<file path="src/rate_search_params.svh">
// Purpose: constants for the rate search and error count block
// Assumes: mclk_i is the reference clock, 200 MHz
// Notes: offsets are management register numbers
// Overview of operation
// two-bit reference frequency code: 00, 01 (reset), 11 valid; 10 reserved.
// eight candidate rate enables; only enabled rates are tried. With no enable bit set, the code still selects rate 7.
// enable bit 7 is the highest rate, bit 0 the lowest.
// 21-bit dwell interval: upper 5 bits in 0x0b[4:0], lower 16 in 0x0c.
// stay at each candidate rate for interval times 1024 reference clocks.
// no lock before wait expires moves search to next lower rate.
// with decoder enabled, count invalid code words including disparity errors.
// in pattern verification mode, count errors of selected test pattern.
// while prbs test pin is high, count prbs pattern errors.
// reading the error counter returns its value, then clears it.
// mode 00 management, 01/10 own search, 11 follow partner search.
// stepping down skips candidate rates whose enable bit is clear.
// reserved bits ignore writes and read their default values.
`ifndef RATE_SEARCH_PARAMS_SVH
`define RATE_SEARCH_PARAMS_SVH
`define ADDR_CTRL_A 5'h0a
`define ADDR_CTRL_B 5'h0b
`define ADDR_INTERVAL_LOW 5'h0c
`define ADDR_RESERVED 5'h0d
`define ADDR_ERROR_COUNT 5'h0e
`define ADDR_VENDOR_STATUS 5'h0f
`define RST_CTRL_A 16'h0800
`define RST_CTRL_B 16'h7fff
`define RST_INTERVAL_LOW 16'hffff
`define RST_RESERVED 16'h3000
`define RST_ERROR_COUNT 16'hfffd
`define RST_VENDOR_STATUS 16'h0205
`define MODE_LSB 12
`define REF_FREQ_LSB 14
`define RATE_EN_LSB 6
`define RESERVED_BIT 5
`define INTERVAL_HI_MSB 4
`define DWELL_UNIT_CYCLES 1024
`define DWELL_UNIT_LAST 10'h3ff
`define PREAMBLE_ONES 6'h20
`define OP_READ 2'h2
`define OP_WRITE 2'h1
`endif

</file>
<file path="src/rate_search_pkg.sv">
// Purpose: types for the rate search and error count block
// Assumes: nothing
// Notes: one-hot state codes
package rate_search_pkg;
	typedef enum logic [3:0] {
		M_IDLE = 4'h1,
		M_HDR = 4'h2,
		M_TA = 4'h4,
		M_DATA = 4'h8
	} mgmt_state_t;
	typedef enum logic [2:0] {
		S_MGMT = 3'h1,
		S_DWELL = 3'h2,
		S_LOCK = 3'h4
	} search_state_t;
endpackage : rate_search_pkg

</file>
<file path="src/rate_search_if.sv">
// Purpose: internal carriers between the block's modules
// Assumes: single clock domain
// Notes: strobes are one-cycle pulses
`timescale 1ns/1ps
`default_nettype none
interface reg_access_if;
	logic wr_stb;
	logic rd_stb;
	logic [4:0] addr;
	logic [15:0] wdata;
	logic [15:0] rdata;
	modport frame (output wr_stb, output rd_stb, output addr, output wdata,
		input rdata);
	modport regs (input wr_stb, input rd_stb, input addr, input wdata,
		output rdata);
endinterface : reg_access_if

interface dwell_if;
	logic restart;
	logic [20:0] interval;
	logic expire;
	modport ctrl (output restart, output interval, input expire);
	modport timer (input restart, input interval, output expire);
endinterface : dwell_if
`default_nettype wire

</file>
<file path="src/dwell_timer.sv">
// Purpose: dwell timer counting interval units of 1024 reference clocks
// Assumes: restart pulses on every rate change
// Notes: interval of zero expires after one unit
`timescale 1ns/1ps
`default_nettype none
`include "rate_search_params.svh"
module dwell_timer (
	input wire logic mclk_i,
	input wire logic rst_n_i,
	dwell_if.timer dw
);
	logic [9:0] pre_reg;
	logic [20:0] unit_reg;
	wire unit_tick = pre_reg == `DWELL_UNIT_LAST;
	wire [20:0] unit_plus = unit_reg + 21'h000001;
	// >= so a shrinking interval cannot strand the count
	wire done = unit_tick & (unit_plus >= dw.interval);

	always_ff @(posedge mclk_i or negedge rst_n_i)
	begin
		if (!rst_n_i)
		begin
			pre_reg <= 10'h000;
			unit_reg <= 21'h000000;
			dw.expire <= 1'b0;
		end
		else
		begin
			dw.expire <= done & ~dw.restart;
			if (dw.restart | done)
			begin
				pre_reg <= 10'h000;
				unit_reg <= 21'h000000;
			end
			else
			begin
				pre_reg <= pre_reg + 10'h001;
				if (unit_tick)
					unit_reg <= unit_plus;
			end
		end
	end
endmodule : dwell_timer
`default_nettype wire

</file>
<file path="src/mgmt_frame_slave.sv">
// Purpose: management serial frame slave, turns frames into register strobes
// Assumes: mdc far slower than mclk_i, at least 8 mclk per mdc phase
// Notes: needs full 32-bit preamble before every frame
`timescale 1ns/1ps
`default_nettype none
`include "rate_search_params.svh"
module mgmt_frame_slave (
	input wire logic mclk_i,
	input wire logic rst_n_i,
	input wire logic mdc_i,
	input wire logic mdio_i,
	input wire logic [4:0] phy_addr_i,
	output logic mdio_o,
	output logic mdio_oe_o,
	reg_access_if.frame bus
);
	rate_search_pkg::mgmt_state_t state_reg;
	logic mdc_s1_reg, mdc_s2_reg, mdc_s3_reg, mdio_s1_reg, mdio_s2_reg;
	logic [4:0] phy_s1_reg, phy_s2_reg;
	logic [5:0] ones_reg;
	logic [3:0] cnt_reg;
	logic [15:0] shift_reg;
	logic [4:0] addr_reg;
	logic read_reg;
	wire rise = mdc_s2_reg & ~mdc_s3_reg;
	wire bit_in = mdio_s2_reg;
	wire [12:0] hdr = {shift_reg[11:0], bit_in};
	wire hdr_ok = hdr[12] & (hdr[9:5] == phy_s2_reg);
	wire is_rd = hdr[11:10] == `OP_READ;
	wire is_wr = hdr[11:10] == `OP_WRITE;
	assign bus.addr = addr_reg;
	// strobe is set on the same rise as the last shift, so the word is complete
	assign bus.wdata = shift_reg;

	// pins are asynchronous to mclk_i, two flops before use
	always_ff @(posedge mclk_i or negedge rst_n_i)
	begin
		if (!rst_n_i)
		begin
			{mdc_s1_reg, mdc_s2_reg, mdc_s3_reg} <= 3'h0;
			{mdio_s1_reg, mdio_s2_reg} <= 2'h3;
			phy_s1_reg <= 5'h00;
			phy_s2_reg <= 5'h00;
		end
		else
		begin
			{mdc_s1_reg, mdc_s2_reg, mdc_s3_reg} <=
				{mdc_i, mdc_s1_reg, mdc_s2_reg};
			{mdio_s1_reg, mdio_s2_reg} <= {mdio_i, mdio_s1_reg};
			phy_s1_reg <= phy_addr_i;
			phy_s2_reg <= phy_s1_reg;
		end
	end

	always_ff @(posedge mclk_i or negedge rst_n_i)
	begin
		if (!rst_n_i)
		begin
			state_reg <= rate_search_pkg::M_IDLE;
			ones_reg <= 6'h00;
			cnt_reg <= 4'h0;
			shift_reg <= 16'h0000;
			addr_reg <= 5'h00;
			read_reg <= 1'b0;
			mdio_o <= 1'b1;
			mdio_oe_o <= 1'b0;
			bus.rd_stb <= 1'b0;
			bus.wr_stb <= 1'b0;
		end
		else
		begin
			bus.rd_stb <= 1'b0;
			bus.wr_stb <= 1'b0;
			if (rise)
			begin
				case (state_reg)
					rate_search_pkg::M_IDLE:
					begin
						if (bit_in)
							ones_reg <= (ones_reg == `PREAMBLE_ONES) ?
								ones_reg : ones_reg + 6'h01;
						else if (ones_reg == `PREAMBLE_ONES)
						begin
							state_reg <= rate_search_pkg::M_HDR;
							cnt_reg <= 4'h0;
						end
						else
							ones_reg <= 6'h00;
					end
					rate_search_pkg::M_HDR:
					begin
						shift_reg <= {shift_reg[14:0], bit_in};
						cnt_reg <= cnt_reg + 4'h1;
						if (cnt_reg == 4'hc)
						begin
							cnt_reg <= 4'h0;
							ones_reg <= 6'h00;
							addr_reg <= hdr[4:0];
							read_reg <= is_rd;
							bus.rd_stb <= hdr_ok & is_rd;
							// frames for other addresses are ignored
							state_reg <= (hdr_ok & (is_rd | is_wr)) ?
								rate_search_pkg::M_TA : rate_search_pkg::M_IDLE;
						end
					end
					rate_search_pkg::M_TA:
					begin
						cnt_reg <= cnt_reg + 4'h1;
						if (cnt_reg == 4'h0)
						begin
							mdio_oe_o <= read_reg;
							mdio_o <= 1'b0;
							shift_reg <= bus.rdata;
						end
						else
						begin
							cnt_reg <= 4'h0;
							state_reg <= rate_search_pkg::M_DATA;
							if (read_reg)
							begin
								mdio_o <= shift_reg[15];
								shift_reg <= {shift_reg[14:0], 1'b0};
							end
						end
					end
					rate_search_pkg::M_DATA:
					begin
						cnt_reg <= cnt_reg + 4'h1;
						shift_reg <= {shift_reg[14:0], read_reg ? 1'b0 : bit_in};
						if (read_reg)
							mdio_o <= shift_reg[15];
						if (cnt_reg == 4'hf)
						begin
							state_reg <= rate_search_pkg::M_IDLE;
							mdio_oe_o <= 1'b0;
							mdio_o <= 1'b1;
							bus.wr_stb <= ~read_reg;
						end
					end
					default:
						state_reg <= rate_search_pkg::M_IDLE;
				endcase
			end
		end
	end
endmodule : mgmt_frame_slave
`default_nettype wire

</file>
<file path="src/rate_search_top.sv">
// Purpose: rate search control, dwell timing and error counting
// Assumes: mclk_i is the reference clock; error pulses are on mclk_i
// Notes: registers reached by the management serial frame
`timescale 1ns/1ps
`default_nettype none
`include "rate_search_params.svh"
module rate_search_top (
	input wire logic mclk_i,
	input wire logic rst_n_i,
	input wire logic mdc_i,
	input wire logic mdio_i,
	input wire logic [4:0] phy_addr_i,
	input wire logic rate_lock_i,
	input wire logic partner_search_en_i,
	input wire logic [2:0] partner_rate_i,
	input wire logic decoder_en_i,
	input wire logic code_err_i,
	input wire logic test_verify_en_i,
	input wire logic pattern_err_i,
	input wire logic prbs_test_pin_i,
	output logic mdio_o,
	output logic mdio_oe_o,
	output logic [1:0] search_ref_freq_code_o,
	output logic [2:0] rate_sel_o,
	output logic mgmt_ctrl_o,
	output logic search_locked_o
);
	reg_access_if bus ();
	dwell_if dw ();
	rate_search_pkg::search_state_t state_reg, state_next;
	logic [1:0] search_enable_mode_reg;
	logic [9:0] ctrl_b_hi_reg;
	logic [4:0] interval_hi_reg;
	logic [15:0] interval_low_reg;
	logic [15:0] err_cnt_reg;
	logic [15:0] rdata_reg;
	logic [2:0] rate_reg, rate_next;
	logic [1:0] lock_s_reg, pen_s_reg, prbs_s_reg;
	logic [2:0] prate_s1_reg, prate_s2_reg;
	logic restart_reg, restart_next;

	mgmt_frame_slave u_frame (
		.mclk_i(mclk_i),
		.rst_n_i(rst_n_i),
		.mdc_i(mdc_i),
		.mdio_i(mdio_i),
		.phy_addr_i(phy_addr_i),
		.mdio_o(mdio_o),
		.mdio_oe_o(mdio_oe_o),
		.bus(bus)
	);

	dwell_timer u_dwell (
		.mclk_i(mclk_i),
		.rst_n_i(rst_n_i),
		.dw(dw)
	);

	wire [1:0] ref_freq_code = ctrl_b_hi_reg[9:8];
	wire [7:0] candidate_rate_enables = ctrl_b_hi_reg[7:0];
	wire [20:0] dwell_interval = {interval_hi_reg, interval_low_reg};
	assign dw.interval = dwell_interval;
	assign dw.restart = restart_reg;

	wire lock_s = lock_s_reg[1];
	wire prbs_s = prbs_s_reg[1];
	wire own_search = search_enable_mode_reg == 2'h1 ||
		search_enable_mode_reg == 2'h2;
	wire follow = search_enable_mode_reg == 2'h3 && pen_s_reg[1];

	// bit 7 is the fastest rate, so searching starts from the top
	function automatic logic [2:0] top_rate(input logic [7:0] en);
		logic [2:0] r;
		r = 3'h7;
		for (int i = 0; i < 8; i++)
			if (en[i])
				r = 3'(i);
		return r;
	endfunction : top_rate

	// next enabled rate below cur, wrapping to the top when none remains
	function automatic logic [2:0] lower_rate(input logic [7:0] en,
		input logic [2:0] cur);
		logic [2:0] r;
		r = top_rate(en);
		for (int i = 0; i < 8; i++)
			if (en[i] && 3'(i) < cur)
				r = 3'(i);
		return r;
	endfunction : lower_rate

	wire [2:0] rate_first = top_rate(candidate_rate_enables);
	wire [2:0] rate_lower = lower_rate(candidate_rate_enables, rate_reg);

	always_comb
	begin
		state_next = state_reg;
		rate_next = rate_reg;
		restart_next = 1'b0;
		case (state_reg)
			rate_search_pkg::S_MGMT:
				if (own_search)
				begin
					state_next = rate_search_pkg::S_DWELL;
					rate_next = rate_first;
					restart_next = 1'b1;
				end
			rate_search_pkg::S_DWELL:
				if (!own_search)
					state_next = rate_search_pkg::S_MGMT;
				else if (lock_s)
					state_next = rate_search_pkg::S_LOCK;
				// an expiry latched before the restart lands is stale
				else if (dw.expire && !restart_reg)
				begin
					rate_next = rate_lower;
					restart_next = 1'b1;
				end
			rate_search_pkg::S_LOCK:
				if (!own_search)
					state_next = rate_search_pkg::S_MGMT;
				else if (!lock_s)
				begin
					state_next = rate_search_pkg::S_DWELL;
					restart_next = 1'b1;
				end
			default:
				state_next = rate_search_pkg::S_MGMT;
		endcase
	end

	// the error source follows the active mode; prbs pin or verify mode selects pattern errors over code errors
	wire err_event = (prbs_s | test_verify_en_i) ? pattern_err_i :
		(decoder_en_i & code_err_i);
	wire err_rd = bus.rd_stb && bus.addr == `ADDR_ERROR_COUNT;
	wire [15:0] err_inc = (err_cnt_reg == 16'hffff) ? err_cnt_reg :
		err_cnt_reg + 16'h0001;
	wire wr_a = bus.wr_stb && bus.addr == `ADDR_CTRL_A;
	wire wr_b = bus.wr_stb && bus.addr == `ADDR_CTRL_B;
	wire wr_low = bus.wr_stb && bus.addr == `ADDR_INTERVAL_LOW;

	wire [15:0] ctrl_a_view = {2'h0, search_enable_mode_reg, 12'h000} |
		(`RST_CTRL_A & 16'h0fff);
	wire [15:0] ctrl_b_view = {ctrl_b_hi_reg, 1'b1, interval_hi_reg};
	wire [15:0] rd_mux =
		(bus.addr == `ADDR_CTRL_A) ? ctrl_a_view :
		(bus.addr == `ADDR_CTRL_B) ? ctrl_b_view :
		(bus.addr == `ADDR_INTERVAL_LOW) ? interval_low_reg :
		(bus.addr == `ADDR_RESERVED) ? `RST_RESERVED :
		(bus.addr == `ADDR_ERROR_COUNT) ? err_cnt_reg :
		(bus.addr == `ADDR_VENDOR_STATUS) ? `RST_VENDOR_STATUS :
		16'h0000;
	assign bus.rdata = rdata_reg;

	always_ff @(posedge mclk_i or negedge rst_n_i)
	begin
		if (!rst_n_i)
		begin
			lock_s_reg <= 2'h0;
			pen_s_reg <= 2'h0;
			prbs_s_reg <= 2'h0;
			prate_s1_reg <= 3'h0;
			prate_s2_reg <= 3'h0;
		end
		else
		begin
			lock_s_reg <= {lock_s_reg[0], rate_lock_i};
			pen_s_reg <= {pen_s_reg[0], partner_search_en_i};
			prbs_s_reg <= {prbs_s_reg[0], prbs_test_pin_i};
			prate_s1_reg <= partner_rate_i;
			prate_s2_reg <= prate_s1_reg;
		end
	end

	always_ff @(posedge mclk_i or negedge rst_n_i)
	begin
		if (!rst_n_i)
		begin
			search_enable_mode_reg <= 2'(`RST_CTRL_A >> `MODE_LSB);
			ctrl_b_hi_reg <= 10'(`RST_CTRL_B >> `RATE_EN_LSB);
			interval_hi_reg <= 5'(`RST_CTRL_B);
			interval_low_reg <= `RST_INTERVAL_LOW;
		end
		else
		begin
			if (wr_a)
				search_enable_mode_reg <= bus.wdata[`MODE_LSB+1:`MODE_LSB];
			if (wr_b)
			begin
				ctrl_b_hi_reg <= bus.wdata[15:`RATE_EN_LSB];
				interval_hi_reg <= bus.wdata[`INTERVAL_HI_MSB:0];
			end
			if (wr_low)
				interval_low_reg <= bus.wdata;
		end
	end

	always_ff @(posedge mclk_i or negedge rst_n_i)
	begin
		if (!rst_n_i)
		begin
			err_cnt_reg <= `RST_ERROR_COUNT;
			rdata_reg <= 16'h0000;
		end
		else
		begin
			if (bus.rd_stb)
				rdata_reg <= rd_mux;
			// an error in the read cycle is kept as a count of one
			if (err_rd)
				err_cnt_reg <= {15'h0000, err_event};
			else if (err_event)
				err_cnt_reg <= err_inc;
		end
	end

	always_ff @(posedge mclk_i or negedge rst_n_i)
	begin
		if (!rst_n_i)
		begin
			state_reg <= rate_search_pkg::S_MGMT;
			rate_reg <= 3'h7;
			restart_reg <= 1'b0;
			search_ref_freq_code_o <= 2'(`RST_CTRL_B >> `REF_FREQ_LSB);
			rate_sel_o <= 3'h7;
			mgmt_ctrl_o <= 1'b1;
			search_locked_o <= 1'b0;
		end
		else
		begin
			state_reg <= state_next;
			rate_reg <= rate_next;
			restart_reg <= restart_next;
			// code 10 is reserved and passed through unchanged
			search_ref_freq_code_o <= ref_freq_code;
			rate_sel_o <= follow ? prate_s2_reg : rate_next;
			mgmt_ctrl_o <= ~own_search & ~follow;
			search_locked_o <= state_next == rate_search_pkg::S_LOCK;
		end
	end
endmodule : rate_search_top
`default_nettype wire

</file>
<file path="config.mk">
export PLATFORM = sky130hd
export DESIGN_NAME = rate_search_top
export DESIGN_NICKNAME = d
export VERILOG_FILES = /design/src/rate_search_pkg.sv /design/src/rate_search_if.sv /design/src/dwell_timer.sv /design/src/mgmt_frame_slave.sv /design/src/rate_search_top.sv
export VERILOG_INCLUDE_DIRS = /design/src
export SDC_FILE = /design/constraint.sdc
export NUM_CORES = 1
export LEC_CHECK = 0
export BUFFER_PORTS_ARGS = -buffer_cell sky130_fd_sc_hd__buf_4
export CAP_MARGIN = 20
export CORE_ASPECT_RATIO = 0.5
export CORE_UTILIZATION = 57
export DETAILED_ROUTE_END_ITERATION = 6
export HOLD_SLACK_MARGIN = 0.12
export MAX_ROUTING_LAYER = met4
export PLACE_DENSITY = 0.77
export SLEW_MARGIN = 5
export SYNTH_ARGS = -nofsm -noshare
export SYNTH_HDL_FRONTEND = slang
export SYNTH_HIERARCHICAL = 1
export SYNTH_SLANG_ARGS = --single-unit
</file>
<file path="constraint.sdc">
create_clock -name mclk_i -period 3.47 [get_ports mclk_i]
set_input_delay 0.694 -clock mclk_i [delete_from_list [all_inputs] [get_ports mclk_i]]
set_output_delay 0.694 -clock mclk_i [all_outputs]
set_load 0.005 [all_outputs]
</file>
======== After elaboration in Yosys (flattened, before gate mapping) ========
Cells that the tools add are included.
word-level totals
  bits in registers ....................... 178
  bits of input ports ..................... 19
  output and inout port bits .............. 9
  word-level logic and storage cells ...... 215
cells by class
  add/sub/neg operators ................... 5
  magnitude comparators ................... 9
  equal/unequal tests ..................... 34
  mux-type cells .......................... 82
  bitwise gates (word level) .............. 16
  reductions and logical operators ........ 31
operators with widths
  cell                                                   count
  2-to-1 mux 16 bit                                      10
  2-to-1 mux 3 bit                                       27
  case mux 16 bit (3 select lines)                       1
  2-to-1 mux 21 bit                                      2
  2-to-1 mux 4 bit                                       9
  case mux 4 bit (4 select lines)                        2
  == test 5 x 4 -> 1 bit, second input constant          6
  2-to-1 mux 6 bit                                       4
  adder 21 x 1 -> 21 bit, second input constant          1
  >= comparator 21 bit                                   1
  2-to-1 mux 10 bit                                      2
  2-to-1 mux 1 bit                                       19
  adder 16 x 1 -> 16 bit, second input constant          1
  == test 16 bit, second input constant                  1
  logical AND 1 bit                                      14
  == test 4 bit, second input constant                   3
  less-than comparator 3 bit, first input constant       4
  case mux 6 bit (2 select lines)                        1
  AND reduction 4 bit                                    3
  adder 10 x 1 -> 10 bit, second input constant          1
  == test 10 bit, second input constant                  1
  case mux 3 bit (3 select lines)                        1
  AND 1 bit                                              8
  inequality test 2 x 1 -> 1 bit, second input constant  4
  other kinds (30)                                       51

======== Depth between registers and ports, before layout ========
Gate-level depths: netlist of the first run.
  depth after elaboration ................. 21
  mapped depth ............................ 14
  mapped depth without buffers ............ 12

======== Hierarchy ========
Netlist of the first run, hierarchy kept.
modules (own cells, without submodules)
  module            instances  cells each  area an instance (um^2)  sequential area each (um^2)
  rate_search_top   1          376         4322.9                   2344.7
  mgmt_frame_slave  1          211         2776.4                   1381.3
  dwell_timer       1          293         2474.9                   800.8

======== Least setup slack after synthesis of the first run ========
OpenSTA, ideal clock, no wires.
  path type ............................... register to register
  start ................................... reg u_dwell.unit_reg[0]
  end ..................................... reg u_dwell.unit_reg[17]
  library setup time ...................... 0.120 ns
  arrival time ............................ 3.382 ns
  data required time ...................... 3.350 ns
  setup slack ............................. -0.033 ns
  stages on the path, launching flop included .. 13
  buffers on the path ..................... 2
  clock period less this slack ............ 3.503 ns
  cell sequence ........................... dfrtp_1 > ha_1 > nand3_1 > or4_1 > buf_2 > nor3_4 > xor2_1 > ha_1 > nand2_1 > nor4_2 > o2111ai_2 > clkbuf_1 > a41o_1
on the way
  word-level cells in the longest chain between the ends .. 5
  elaborated cells on any way between the ends .. 7
  classes of those cells .................. add/sub: 1; order compare: 1; mux: 2; bitwise: 2; reduce/logical: 1
RTL lines
  element                                                  RTL line           source
  start: declaration                                       dwell_timer.sv:13  logic [20:0] unit_reg;
  start signal: assignment                                 dwell_timer.sv:39  unit_reg <= unit_plus;
  adder 21 x 1 -> 21 bit *                                 dwell_timer.sv:15  wire [20:0] unit_plus = unit_reg + 21'h000001;
  >= comparator 21 bit                                     dwell_timer.sv:17  wire done = unit_tick & (unit_plus >= dw.interval);
  AND 1 bit                                                dwell_timer.sv:17
  OR 1 bit                                                 dwell_timer.sv:30  if (dw.restart | done)
  2-to-1 mux 21 bit or nonzero test 2 bit (tied branches)  n/a
Mark *: on every way between the ends. The rest lies on a longest branch, timed or not. The select of a mux whose other input is x is not followed.
A chain may end at the register's enable or synchronous reset.

======== Final worst setup path of the first run ========
  start ................................... reg u_dwell.unit_reg[1]
  end ..................................... reg u_dwell.unit_reg[14]
The elaborated chain is that of the path after synthesis.

==> metrics.yaml, run 1 <==
area_growth_pct: 12.6
outcome: "finished, violations left"
grtUsageMet1_pct: 36.6
design_area_um2: 10800
ff_latch_area_um2: 4530
overflow: 0
slew_headroom_pct: 44.8
total_power_mw: 4.79
port_buffers: 27
fin_crit_sh_pct: 96.0
worstRegToRegCells: 16
grt_max_degree: 86
syn_nets: 929
cap_violations: 0
drt_wl_total_um: 21500
cts_tree: "built"
gp_congestion: 0.936
largest_reg_flops: 21
fin_nets: 968
wl_per_cell_um: 18.6
skew_ns: 0.0137
clkLatencyLatePin_ns: 0.44
synth_cells: 880
synth.distinct_cells: 92
die_w_um: 185
n_fill_cell: 1224
drv_slew: 0
slowest_stage: "dfrtp_1"
grt_pass1_wl_um: 34900
mostFrequentLayoutCells: "dfrtp_1 (120), nand2_1 (61), dfstp_2 (58)"
cts_made_buffers: 17
fin_crit_ns: 3.33
drt_first_iter_violations: 568
r2r_start: "u_dwell/unit_reg[1]"
min_path_type: "in2async"
r2r_end: "u_dwell/unit_reg[14]"
fmax_mhz: 300
first_pass_iters: 7
cp_data_required_time_ns: 3.82
multiInputGateArea_um2: 4710
hold_viol_final: 0
placed_cell_area_um2: 10100
busiest_layer: "met2"
cts_max_path_buffers: 2
core_area_um2: 16400
path_clk_slew_ns: 0.07
antenna_cells: 0
drc: 1
power_leakage_nw: 4.67
synth_seq_cells: 178
htreeDepth: 4
synth_area_um2: 9570
vias: 7115
ant_nets: 0
worst_pin_slew_ns: 0.828
grt_usage_pct: 27.0
arrival_ns: 3.68
critPathMaxFanout: 7
async_reset_ff_share_pct: 100
viasPerCell: 6.14
grt_pass1_vias: 6857
met2_usage_pct: 40.6
start_util_pct: 58.4
avgSynthCellArea_um2: 10.9
critPathLaunchType: "register"
synth_edf_count: 0
slowest_delay_ns: 0.40
cp-end-kind: "register"
ys_warn_count: 6
grtUsageMet3_pct: 5.06
crit_path_frequent_cell: "buf_4"
powerDensity_nw_per_um2: 444
seq_area_frac_synth_pct: 47.3
antenna_found_initial: 0
violations: "DRC"
rsz0062_at_grt: "true"
cts_sinks: 178
rows: 33
finish.utilization_pct: 65.8
ioPinCount: 28
dp_hpwl_um: 14800
fin_ws_ns: 0.140
synthFlopType: "dfrtp_1"
worst-setup-path-type: "reg2reg"
ir_drop_v: 0.000366
setup_viol: 0
drive_gt1_share_pct: 24.4
die_h_um: 93.6
worstPathCellList: "ha_2 > nand3_1 > buf_4 > nor3_2 > buf_4 > nand4_1 > xnor2_2 > ha_1 > a21oi_2 > o21ai_0 > a32o_1 > a311oi_4 > buf_6 > buf_4 > nand4_1 > a21oi_1"
final_common_cell: "dfrtp_1"
post-place-ws_ns: 0.0647
rrSetupSlack_ns: 0.14
cts_root_buffer: "clkbuf_16"
die_area_um2: 17400
-- synth_stat cells (5+ instances only) --
| cell type | number | area, µm² |
|---|---|---|
| dfrtp_1 | 120 | 3000 |
| nand2_1 | 62 | 233 |
| dfstp_2 | 58 | 1520 |
| nor2_1 | 49 | 184 |
| a21oi_1 | 46 | 230 |
| inv_1 | 41 | 154 |
| mux2_1 | 37 | 417 |
| mux2_2 | 33 | 372 |
| ha_1 | 30 | 375 |
| nand3_1 | 27 | 135 |
| o21ai_0 | 26 | 130 |
| xor2_1 | 23 | 201 |
| nand4_1 | 22 | 138 |
| clkbuf_1 | 21 | 78.8 |
| xnor2_1 | 20 | 175 |
| nor3_1 | 16 | 80.1 |
| o211ai_1 | 16 | 120 |
| and3_1 | 14 | 87.6 |
| and2_1 | 11 | 68.8 |
| nor2b_1 | 10 | 62.6 |
| a222oi_1 | 9 | 90.1 |
| buf_2 | 9 | 45.0 |
| mux2i_1 | 9 | 90.1 |
| nor3b_1 | 9 | 67.6 |
| a21o_1 | 7 | 52.6 |
| buf_6 | 7 | 78.8 |
| nand2b_1 | 7 | 43.8 |
| o22ai_1 | 7 | 43.8 |
| a31oi_1 | 6 | 37.5 |
| a32o_1 | 6 | 60.1 |
| nor4_1 | 6 | 37.5 |
| a41o_1 | 5 | 50.1 |
| or3_1 | 5 | 31.3 |
-- where the power goes --
part	internal, mW	leakage, nW	switching, mW
Combinational	0.206	2.19	0.254
Clock	1.05	0.288	0.921
Sequential	2.20	2.19	0.162
-- worst max path at each step --
stage,startpoint,endpoint,slack (ns)
finish,u_dwell/unit_reg[1],u_dwell/unit_reg[14],0.14
global route,u_dwell/unit_reg[1],u_dwell/pre_reg[3],-0.007
CTS,u_dwell/unit_reg[9],u_dwell/unit_reg[10],0.04
detailed placement,u_dwell/unit_reg[9],u_dwell/unit_reg[10],0.06
global placement,u_dwell/unit_reg[9],u_dwell/dw.expire,0.17
floorplan,u_dwell/unit_reg[0],u_dwell/unit_reg[3],-0.02
-- per-layer routing --
| metal | share of wire (%) | up-vias |
|---|---|---|
| li1 | - | 3316 |
| met2 | 46 | 222 |
| met4 | 1.8 | 0 |
| met1 | 47 | 3547 |
| met5 | 0 | - |
| met3 | 5.4 | 30 |
-- what timing repair did --
item / 4_1_cts / 5_1_grt
buffers inserted: 0 / 5
resized for setup: 0 / 10
hold buffers: 0 / 0
endpoints found under the setup margin: 0 / 22
-- worst max-delay path, delay by kind of cell, from the launching register on --
family	cells	cell delay (ns)
fa+ha+maj	2	0.53
xor+xnor	1	0.18
buf+inv	4	0.70
compound gates	5	0.93
flops	1	0.40
simple gates	4	0.50
-- layout make-up --
| class | instances | area share (%) |
|---|---|---|
| Inverter | 41 | 1.43 |
| Multi-Input combinational cell | 619 | 43.7 |
| Tap cell | 227 | 2.63 |
| Clock inverter | 14 | 1.54 |
| Sequential cell | 178 | 42.0 |
| Clock buffer | 18 | 4.07 |
| Timing Repair Buffer | 62 | 4.63 |
-- logic make-up after synthesis --
| kind of cell | Yosys count | synth area share, % |
|---|---|---|
| buffers and inverters | 83 | 4.00 |
| xor gates and xnor gates | 43 | 3.93 |
| adders and majority gates | 31 | 4.03 |
| and+or+nand+nor | 287 | 18.0 |
| AOI/OAI and AO/OA | 179 | 13.6 |
| DFF | 178 | 47.3 |
| muxes | 79 | 9.17 |
-- through the flow --
step	setup TNS, ns	hold WS, ns	cells
global route	-0.0118	0.347	1159
detailed placement	0	0.335	1121
floorplan	-0.118	0.331	880
finish	0	0.310	1159
global placement	0	0.332	1121
CTS	0	0.341	1153
Power figures use the tool's default switching activity.
==> run 2, diff against run 1 <==
--- a/config.mk
+++ b/config.mk
@@ -9,13 +9,12 @@
 export BUFFER_PORTS_ARGS = -buffer_cell sky130_fd_sc_hd__buf_4
 export CAP_MARGIN = 20
 export CORE_ASPECT_RATIO = 0.5
-export CORE_UTILIZATION = 57
+export CORE_UTILIZATION = 56
 export DETAILED_ROUTE_END_ITERATION = 6
 export HOLD_SLACK_MARGIN = 0.12
 export MAX_ROUTING_LAYER = met4
-export PLACE_DENSITY = 0.77
+export PLACE_DENSITY = 0.76
 export SLEW_MARGIN = 5
 export SYNTH_ARGS = -nofsm -noshare
 export SYNTH_HDL_FRONTEND = slang
-export SYNTH_HIERARCHICAL = 1
 export SYNTH_SLANG_ARGS = --single-unit
==> run 2 against run 1 <==
  * The run ends with setup timing left
  * Critical endpoint is now u_dwell.unit_reg[19]
  * Clock skew decreased by 0.0038 ns
  * Via count shrank 0.89%
  * Cell area down 4.5%
  * Non-clock buffer count down 2
  * Hold slack lost 0.070 ns
  * Maximum frequency fell by 5.6%
  * Sequential share of layout area increased by 2.0 points
==> metrics.yaml, run 2 <==
cp_num_cells: 13  # -3
synthMuxAreaShare_pct: 5.04  # -4.1 points
area_growth_pct: 13.6
r2r_end: "u_dwell.unit_reg[19]"
ioPinCount: 28  # unchanged
final_common_cell: "nand2_1"
critPathLaunchType: "register"
yosysMostFrequentCell: "nand2_1"
slowest_stage: "nor4b_1"
r2r_start: "u_dwell.unit_reg[3]"
min_path_type: "in2async"
setup_viol: 1  # +1
path_clk_slew_ns: 0.07  # about the same
synth_cells: 921  # +4.7%
port_buffers: 27  # unchanged
power_leakage_nw: 4.43  # -5.1%
cp_data_required_time_ns: 3.83  # about the same
drt_first_iter_violations: 616  # +8.5%
avgSynthCellArea_um2: 9.83  # -9.6%
gp_congestion: 0.902  # -3.6%
outcome: "finished, violations left"
wl_per_cell_um: 17.6  # -5.4%
startpoint: "u_dwell.unit_reg[3]"
fin_crit_sh_pct: 102  # +5.7 points
grt_pass1_wl_um: 33900  # -2.7%
core_area_um2: 15600  # -4.7%
worst-setup-path-type: "reg2reg"
worst_pin_slew_ns: 0.950  # +0.123 ns
first_pass_iters: 5  # -2
grt_pass1_vias: 6754  # -1.5%
p_sw_mw: 1.41  # +5.1%
cts_root_buffer: "clkbuf_16"
netlist.area_leader.share_pct: 33.2  # +1.8 points
yosysTopAreaCell: "dfrtp_1"
synth.distinct_cells: 67  # -27%
arrival_ns: 3.89  # +0.21 ns
hold_ws_ns: 0.241  # -0.0696 ns
slowest_delay_ns: 0.42  # +0.02 ns
design_area_um2: 10300  # -4.5%
fmax_mhz: 283  # -5.6%
dp_hpwl_um: 13800  # -6.6%
drc: 0  # -1
placed_cell_area_um2: 9490  # -6.0%
critPathMaxFanout: 7  # unchanged
post-place-ws_ns: -0.130  # -0.195 ns
synth_area_um2: 9060  # -5.4%
powerDensity_nw_per_um2: 494  # +11%
syn_nets: 970  # +4.4%
grt_usage_pct: 26.8  # -0.18 points
ys_top_cells_by_count: "nand2_1 (128), dfrtp_1 (120), nor2_1 (79), dfstp_2 (58), a21oi_1 (54)"
worstPathCellList: "and4_4 > and3_1 > nand3_2 > or2_4 > xnor2_1 > ha_1 > a21oi_1 > o21a_1 > o211a_1 > a31oi_1 > or3_4 > nor4b_1 > a21o_1"
fin_ws_ns: -0.0574  # -0.198 ns
antenna_found_initial: 0  # unchanged
vias: 7052  # -0.89%
overflow: 0  # unchanged
cts_max_path_buffers: 2  # unchanged
synth_compound_area_share_pct: 13.3  # -0.27 points
n_fill_cell: 1182  # -3.4%
clkLatencyLatePin_ns: 0.43  # about the same
synth_top_family_by_area: "simple AND/OR/NAND/NOR gates"
endpoint: "u_dwell.unit_reg[19]"
cp_top_family: "simple AND/OR/NAND/NOR gates"
seq_area_frac_synth_pct: 50.0  # +2.7 points
synthFlopType: "dfrtp_1"
slew_headroom_pct: 36.4  # -8.4 points
synth-xor-area-share_pct: 4.64  # +0.71 points
worstRegToRegCells: 13  # -3
rrSetupSlack_ns: -0.06  # -0.20 ns
synthAdderAreaFrac_pct: 4.14  # +0.12 points
fin_crit_ns: 3.53  # +0.198 ns
hold_viol_final: 0  # unchanged
synth-simple-area-share_pct: 19.0  # +1.1 points
largest_reg_flops: 21  # unchanged
viasPerCell: 5.98  # -2.6%
start_util_pct: 58.0  # -0.40 points
cts_sinks: 178  # unchanged
internal_power_mw: 3.68  # +6.7%
async_reset_ff_share_pct: 100  # unchanged
ys_warn_count: 0  # -6
cap_violations: 0  # unchanged
combPwrFrac_pct: 10.7  # +1.1 points
antenna_cells: 0  # unchanged
mostFrequentLayoutCells: "nand2_1 (127), dfrtp_1 (118), nor2_1 (77)"
die_h_um: 91.9  # -1.8%
die_w_um: 182  # -1.9%
rows: 32  # -3.0%
htreeDepth: 4  # unchanged
drive_gt1_share_pct: 22.6  # -1.8 points
violations: "setup timing"
clockPowerShare_pct: 39.9  # -1.2 points
cts_hold_buf: 0  # unchanged
cts_made_buffers: 17  # unchanged
drv_slew: 0  # unchanged
grt_max_degree: 81  # -5.8%
ant_nets: 0  # unchanged
synthTopCellsByArea: "dfrtp_1 (33%), dfstp_2 (17%), nand2_1 (5.3%)"
die_area_um2: 16700  # -3.6%
p_sw_share_pct: 27.6  # -0.30 points
cts_tree: "built"
p_seq_share_pct: 49.5  # +0.2 points
ir_drop_v: 0.000363  # -0.78%
cp-end-kind: "register"
synth_edf_count: 0  # unchanged
fin_nets: 1011  # +4.4%
drt_wl_total_um: 20700  # -3.8%
synth_seq_cells: 178  # unchanged
skew_ns: 0.00997  # -0.00377 ns
crit_buf_inv: 0  # -4
[run 2: final cells by class]
class | count | area, µm² | area share [%]
clock buffers | 18 | 439 | 4.27
clock inverters | 14 | 176 | 1.71
inverters | 44 | 165 | 1.60
multi-input cells | 661 | 4260 | 41.4
flip-flops and latches | 178 | 4530 | 44.0
well taps | 204 | 255 | 2.48
repair buffers | 60 | 467 | 4.53
[run 2: cells by family after synthesis]
logic type               after synthesis
buffers and inverters                 82
adder cells (fa/ha/maj)               30
XOR/XNOR                              48
flip-flops                           178
AO/OA/AOI/OAI                        187
AND/OR/NAND/NOR                      355
multiplexers                          41
[run 2: worst min-delay path by stage]
stage	end	slack, ns	cells after the start	startpoint
after global placement	prate_s2_reg[2]	0.33	0	prate_s1_reg[2]
final	prbs_s_reg[1]	0.24	1	rst_n_i
after global routing	prbs_s_reg[1]	0.29	1	rst_n_i
after detailed placement	pen_s_reg[1]	0.34	0	pen_s_reg[0]
after CTS	prbs_s_reg[0]	0.24	1	rst_n_i
after floorplan	lock_s_reg[1]	0.33	0	lock_s_reg[0]
[run 2: metrics by stage]
| step | power (mW) | cells | util, % | TNS, ns |
|---|---|---|---|---|
| 2_1_floorplan | 2.89 | 921 | - | 0 |
| 3_3_place_gp | 3.06 | 1132 | 60.7 | 0 |
| 3_5_place_dp | 3.08 | 1132 | 60.7 | -0.717 |
| 4_1_cts | 5.11 | 1164 | 64.8 | 0 |
| 5_1_grt | 5.31 | 1179 | 65.9 | -1.92 |
| 6_report | 5.09 | 1179 | 65.9 | -0.0574 |
[run 2: metal layers]
layer	GRT usage [%]	vias to the layer above	share of wire [%]
met5	-	-	0
met4	10.0	0	1.7
met3	4.45	35	6.2
met2	41.3	224	47
met1	36.1	3494	45
li1	-	3299	-
[run 2: power by group through the flow]
stage | sequential [mW] | combinational [mW] | clock, mW
5_1_grt | 2.54 | 0.629 | 2.13
6_report | 2.52 | 0.543 | 2.03
3_3_place_gp | 2.54 | 0.519 | 0
3_5_place_dp | 2.54 | 0.540 | 0
2_1_floorplan | 2.44 | 0.445 | 0
4_1_cts | 2.51 | 0.551 | 2.05
[run 2: timing repair]
item / in CTS / in global routing
pin swaps: 0 / 8
gates resized for setup: 3 / 17
setup endpoints to repair: 10 / 25
buffers inserted: 0 / 15
cloned: 0 / 0
==> run 3, diff against run 2 <==
--- a/config.mk
+++ b/config.mk
@@ -6,9 +6,11 @@
 export SDC_FILE = /design/constraint.sdc
 export NUM_CORES = 1
 export LEC_CHECK = 0
+export ABC_AREA = 1
 export BUFFER_PORTS_ARGS = -buffer_cell sky130_fd_sc_hd__buf_4
 export CAP_MARGIN = 20
 export CORE_ASPECT_RATIO = 0.5
+export CORE_MARGIN = 5
 export CORE_UTILIZATION = 56
 export DETAILED_ROUTE_END_ITERATION = 6
 export HOLD_SLACK_MARGIN = 0.12
==> run 3 against run 2 <==
  * The flow now finishes without violations
  * Routed wire length is 3.3% higher
  * First-iteration DRC count is 20% higher
  * Power fell by 5.2%
==> metrics.yaml, run 3 <==
vias: 7354  # +4.3%
die_h_um: 99.6  # +8.3%
critPathLaunchType: "register"
synth.distinct_cells: 49  # -27%
n_fill_cell: 1223  # +3.5%
cp_num_cells: 20  # +7
critPathMaxFanout: 9  # +2
cp_top_family: "simple AND/OR/NAND/NOR gates"
finish.utilization_pct: 65.1  # -0.87 points
worstRegToRegCells: 20  # +7
synth_seq_cells: 178  # unchanged
antenna_cells: 0  # unchanged
power_leakage_nw: 4.55  # +2.7%
worst_pin_slew_ns: 0.728  # -0.222 ns
slew_headroom_pct: 51.5  # +15 points
ys_top_cells_by_count: "nand2_1 (189), inv_1 (158), dfrtp_1 (120), o21ai_0 (114), nor2_1 (72)"
netlist.area_leader.share_pct: 33.4  # +0.26 points
crit_buf_inv: 3  # +3
syn_nets: 1095  # +13%
worst-setup-path-type: "reg2reg"
gp_congestion: 0.902  # about the same
yosysMostFrequentCell: "nand2_1"
dp_hpwl_um: 15400  # +11%
hold_viol_final: 0  # unchanged
ff_latch_area_um2: 4530  # about the same
grt_pass1_wl_um: 35300  # +4.2%
drt_first_iter_violations: 741  # +20%
busiest_layer: "met2"
rsz0062_at_grt: "true"
start_util_pct: 57.7  # -0.30 points
cap_violations: 0  # unchanged
cts_hold_buf: 0  # unchanged
die_w_um: 189  # +4.0%
met2_usage_pct: 36.1  # -5.2 points
rows: 32  # unchanged
slowest_stage: "dfrtp_1"
grt_max_degree: 81  # unchanged
largest_reg_flops: 21  # unchanged
ioPinCount: 28  # unchanged
arrival_ns: 3.62  # -0.27 ns
die_area_um2: 18800  # +13%
skew_ns: 0.0112  # +0.00127 ns
area_growth_pct: 12.7
placed_cell_area_um2: 9450  # -0.34%
ant_nets: 0  # unchanged
cts_sinks: 178  # unchanged
grt_usage_pct: 24.1  # -2.7 points
powerDensity_nw_per_um2: 476  # -3.7%
final_common_cell: "nand2_1"
port_buffers: 27  # unchanged
worstPathCellList: "ha_2 > nand2_2 > nor2_4 > nand3_2 > nor2_4 > nand3_4 > nor2_2 > xor2_1 > inv_1 > ha_4 > inv_1 > nor3_1 > a211oi_1 > nand2_1 > nand2_1 > nand4_1 > nand2_4 > nand2_8 > buf_4 > nor3b_2"
path_clk_slew_ns: 0.08  # about the same
drive_gt1_share_pct: 17.5  # -5.1 points
seq_area_frac_synth_pct: 50.4  # +0.39 points
fin_crit_sh_pct: 93.9  # -7.7 points
ys_warn_count: 0  # unchanged
synth_cells: 1046  # +14%
cp-end-kind: "register"
overflow: 0  # unchanged
grtUsageMet3_pct: 4.80  # +0.36 points
first_pass_iters: 6  # +1
wl_per_cell_um: 16.4  # -6.5%
dp.cells: 1268  # +12%
fin_nets: 1135  # +12%
outcome: "finished clean"
drt_wl_total_um: 21400  # +3.3%
clkLatencyLatePin_ns: 0.44  # about the same
cts_tree: "built"
synth_area_um2: 8990  # -0.77%
cp_data_required_time_ns: 3.83  # about the same
drc: 0  # unchanged
design_area_um2: 10100  # -1.6%
slowest_delay_ns: 0.40  # -0.02 ns
mostFrequentLayoutCells: "nand2_1 (189), inv_1 (156), dfrtp_1 (120)"
async_reset_ff_share_pct: 100  # unchanged
cts_max_path_buffers: 2  # unchanged
min_path_type: "in2async"
drv_slew: 0  # unchanged
synthFlopType: "dfrtp_1"
htreeDepth: 4  # unchanged
synth_edf_count: 0  # unchanged
multiInputGateArea_um2: 3780  # -11%
tns_ns: 0  # +0.0574 ns
fmax_mhz: 307  # +8.2%
layoutNonFillerInstCount: 1303  # +11%
cts_root_buffer: "clkbuf_16"
avgSynthCellArea_um2: 8.59  # -13%
antenna_found_initial: 0  # unchanged
cts_made_buffers: 17  # unchanged
grtUsageMet1_pct: 33.8  # -2.3 points
setup_viol: 0  # -1
fin_crit_ns: 3.26  # -0.268 ns
core_area_um2: 15600  # -0.26%
grt_pass1_vias: 7134  # +5.6%
ir_drop_v: 0.000532  # +47%
yosysTopAreaCell: "dfrtp_1"
viasPerCell: 5.64  # -5.6%
synthTopCellsByArea: "dfrtp_1 (33%), dfstp_2 (17%), nand2_1 (7.9%)"
[run 3: cell count changes in the layout (fill, tap and decap cells not counted), moves of 21 or more]
cell / delta
a21oi_1: -21
a31oi_1: -26
inv_1: +114
mux2_2: -37
nand2_1: +62
o21ai_0: +68
xnor2_1: -21
[run 3: kinds of logic (layout without fill, tap and decap cells)]
kind of cell	count (synthesis)	after routing	share of synthesized area [%]
AND/OR/NAND/NOR	394	394	20.3
XOR/XNOR	21	21	2.13
AO/OA/AOI/OAI	228	228	14.5
adder cells (fa/ha/maj)	30	30	4.18
buffers and inverters	194	247	8.42
flip-flops	178	178	50.4
multiplexers	1	1	0.111
[run 3: final cells by class]
| class | count | area share (%) |
|---|---|---|
| Clock buffer | 17 | 4.20 |
| Clock inverter | 15 | 1.41 |
| Inverter | 172 | 6.52 |
| Multi-Input combinational cell | 674 | 37.3 |
| Sequential cell | 178 | 44.7 |
| Tap cell | 204 | 2.52 |
| Timing Repair Buffer | 43 | 3.35 |
[run 3: through the flow]
stage / hold slack [ns] / total power, mW / setup slack [ns]
after floorplan: 0.331 / 2.75 / 0.540
after global placement: 0.332 / 2.93 / 0.356
after detailed placement: 0.335 / 2.96 / 0.195
after CTS: 0.306 / 4.84 / 0.174
after global routing: 0.325 / 5.06 / -0.0789
final: 0.265 / 4.82 / 0.210
[run 3: power breakdown]
part           switching, mW  internal [mW]
logic                  0.393          0.178
clock network          0.932          0.956
registers              0.120           2.24
total                   1.45           3.37
[run 3: metal layers]
layer / up-vias / routed length (µm)
met5: - / 0
met4: 0 / 410
met3: 43 / 1510
met2: 261 / 9600
met1: 3506 / 9890
li1: 3544 / -
[run 3: final timing paths]
kind                                       start               endpoint  slack (ns)
max                          u_dwell.unit_reg[0]     u_dwell.pre_reg[3]        0.21
min                                      rst_n_i    u_frame.ones_reg[0]        0.27
max reg2reg                  u_dwell.unit_reg[0]     u_dwell.pre_reg[3]        0.21
min reg2reg                u_frame.phy_s1_reg[3]  u_frame.phy_s2_reg[3]        0.35
max in group asynchronous                rst_n_i     interval_hi_reg[4]        2.30
min in group mclk_i        u_frame.phy_s1_reg[3]  u_frame.phy_s2_reg[3]        0.35
[run 3: repair_timing]
action                     in CTS  in global routing
setup buffers                   0                  3
resized for setup               0                 19
setup endpoints to repair       0                 24
[run 3: worst reg2reg max path: stages, from the launching register on]
cell	delay, ns
dfrtp_1	0.40
ha_2	0.22
nand2_2	0.07
nor2_4	0.13
nand3_2	0.11
nor2_4	0.17
nand3_4	0.11
nor2_2	0.11
xor2_1	0.14
inv_1	0.12
ha_4	0.24
inv_1	0.09
nor3_1	0.07
a211oi_1	0.28
nand2_1	0.11
nand2_1	0.08
nand4_1	0.15
nand2_4	0.15
nand2_8	0.09
buf_4	0.19
nor3b_2	0.15
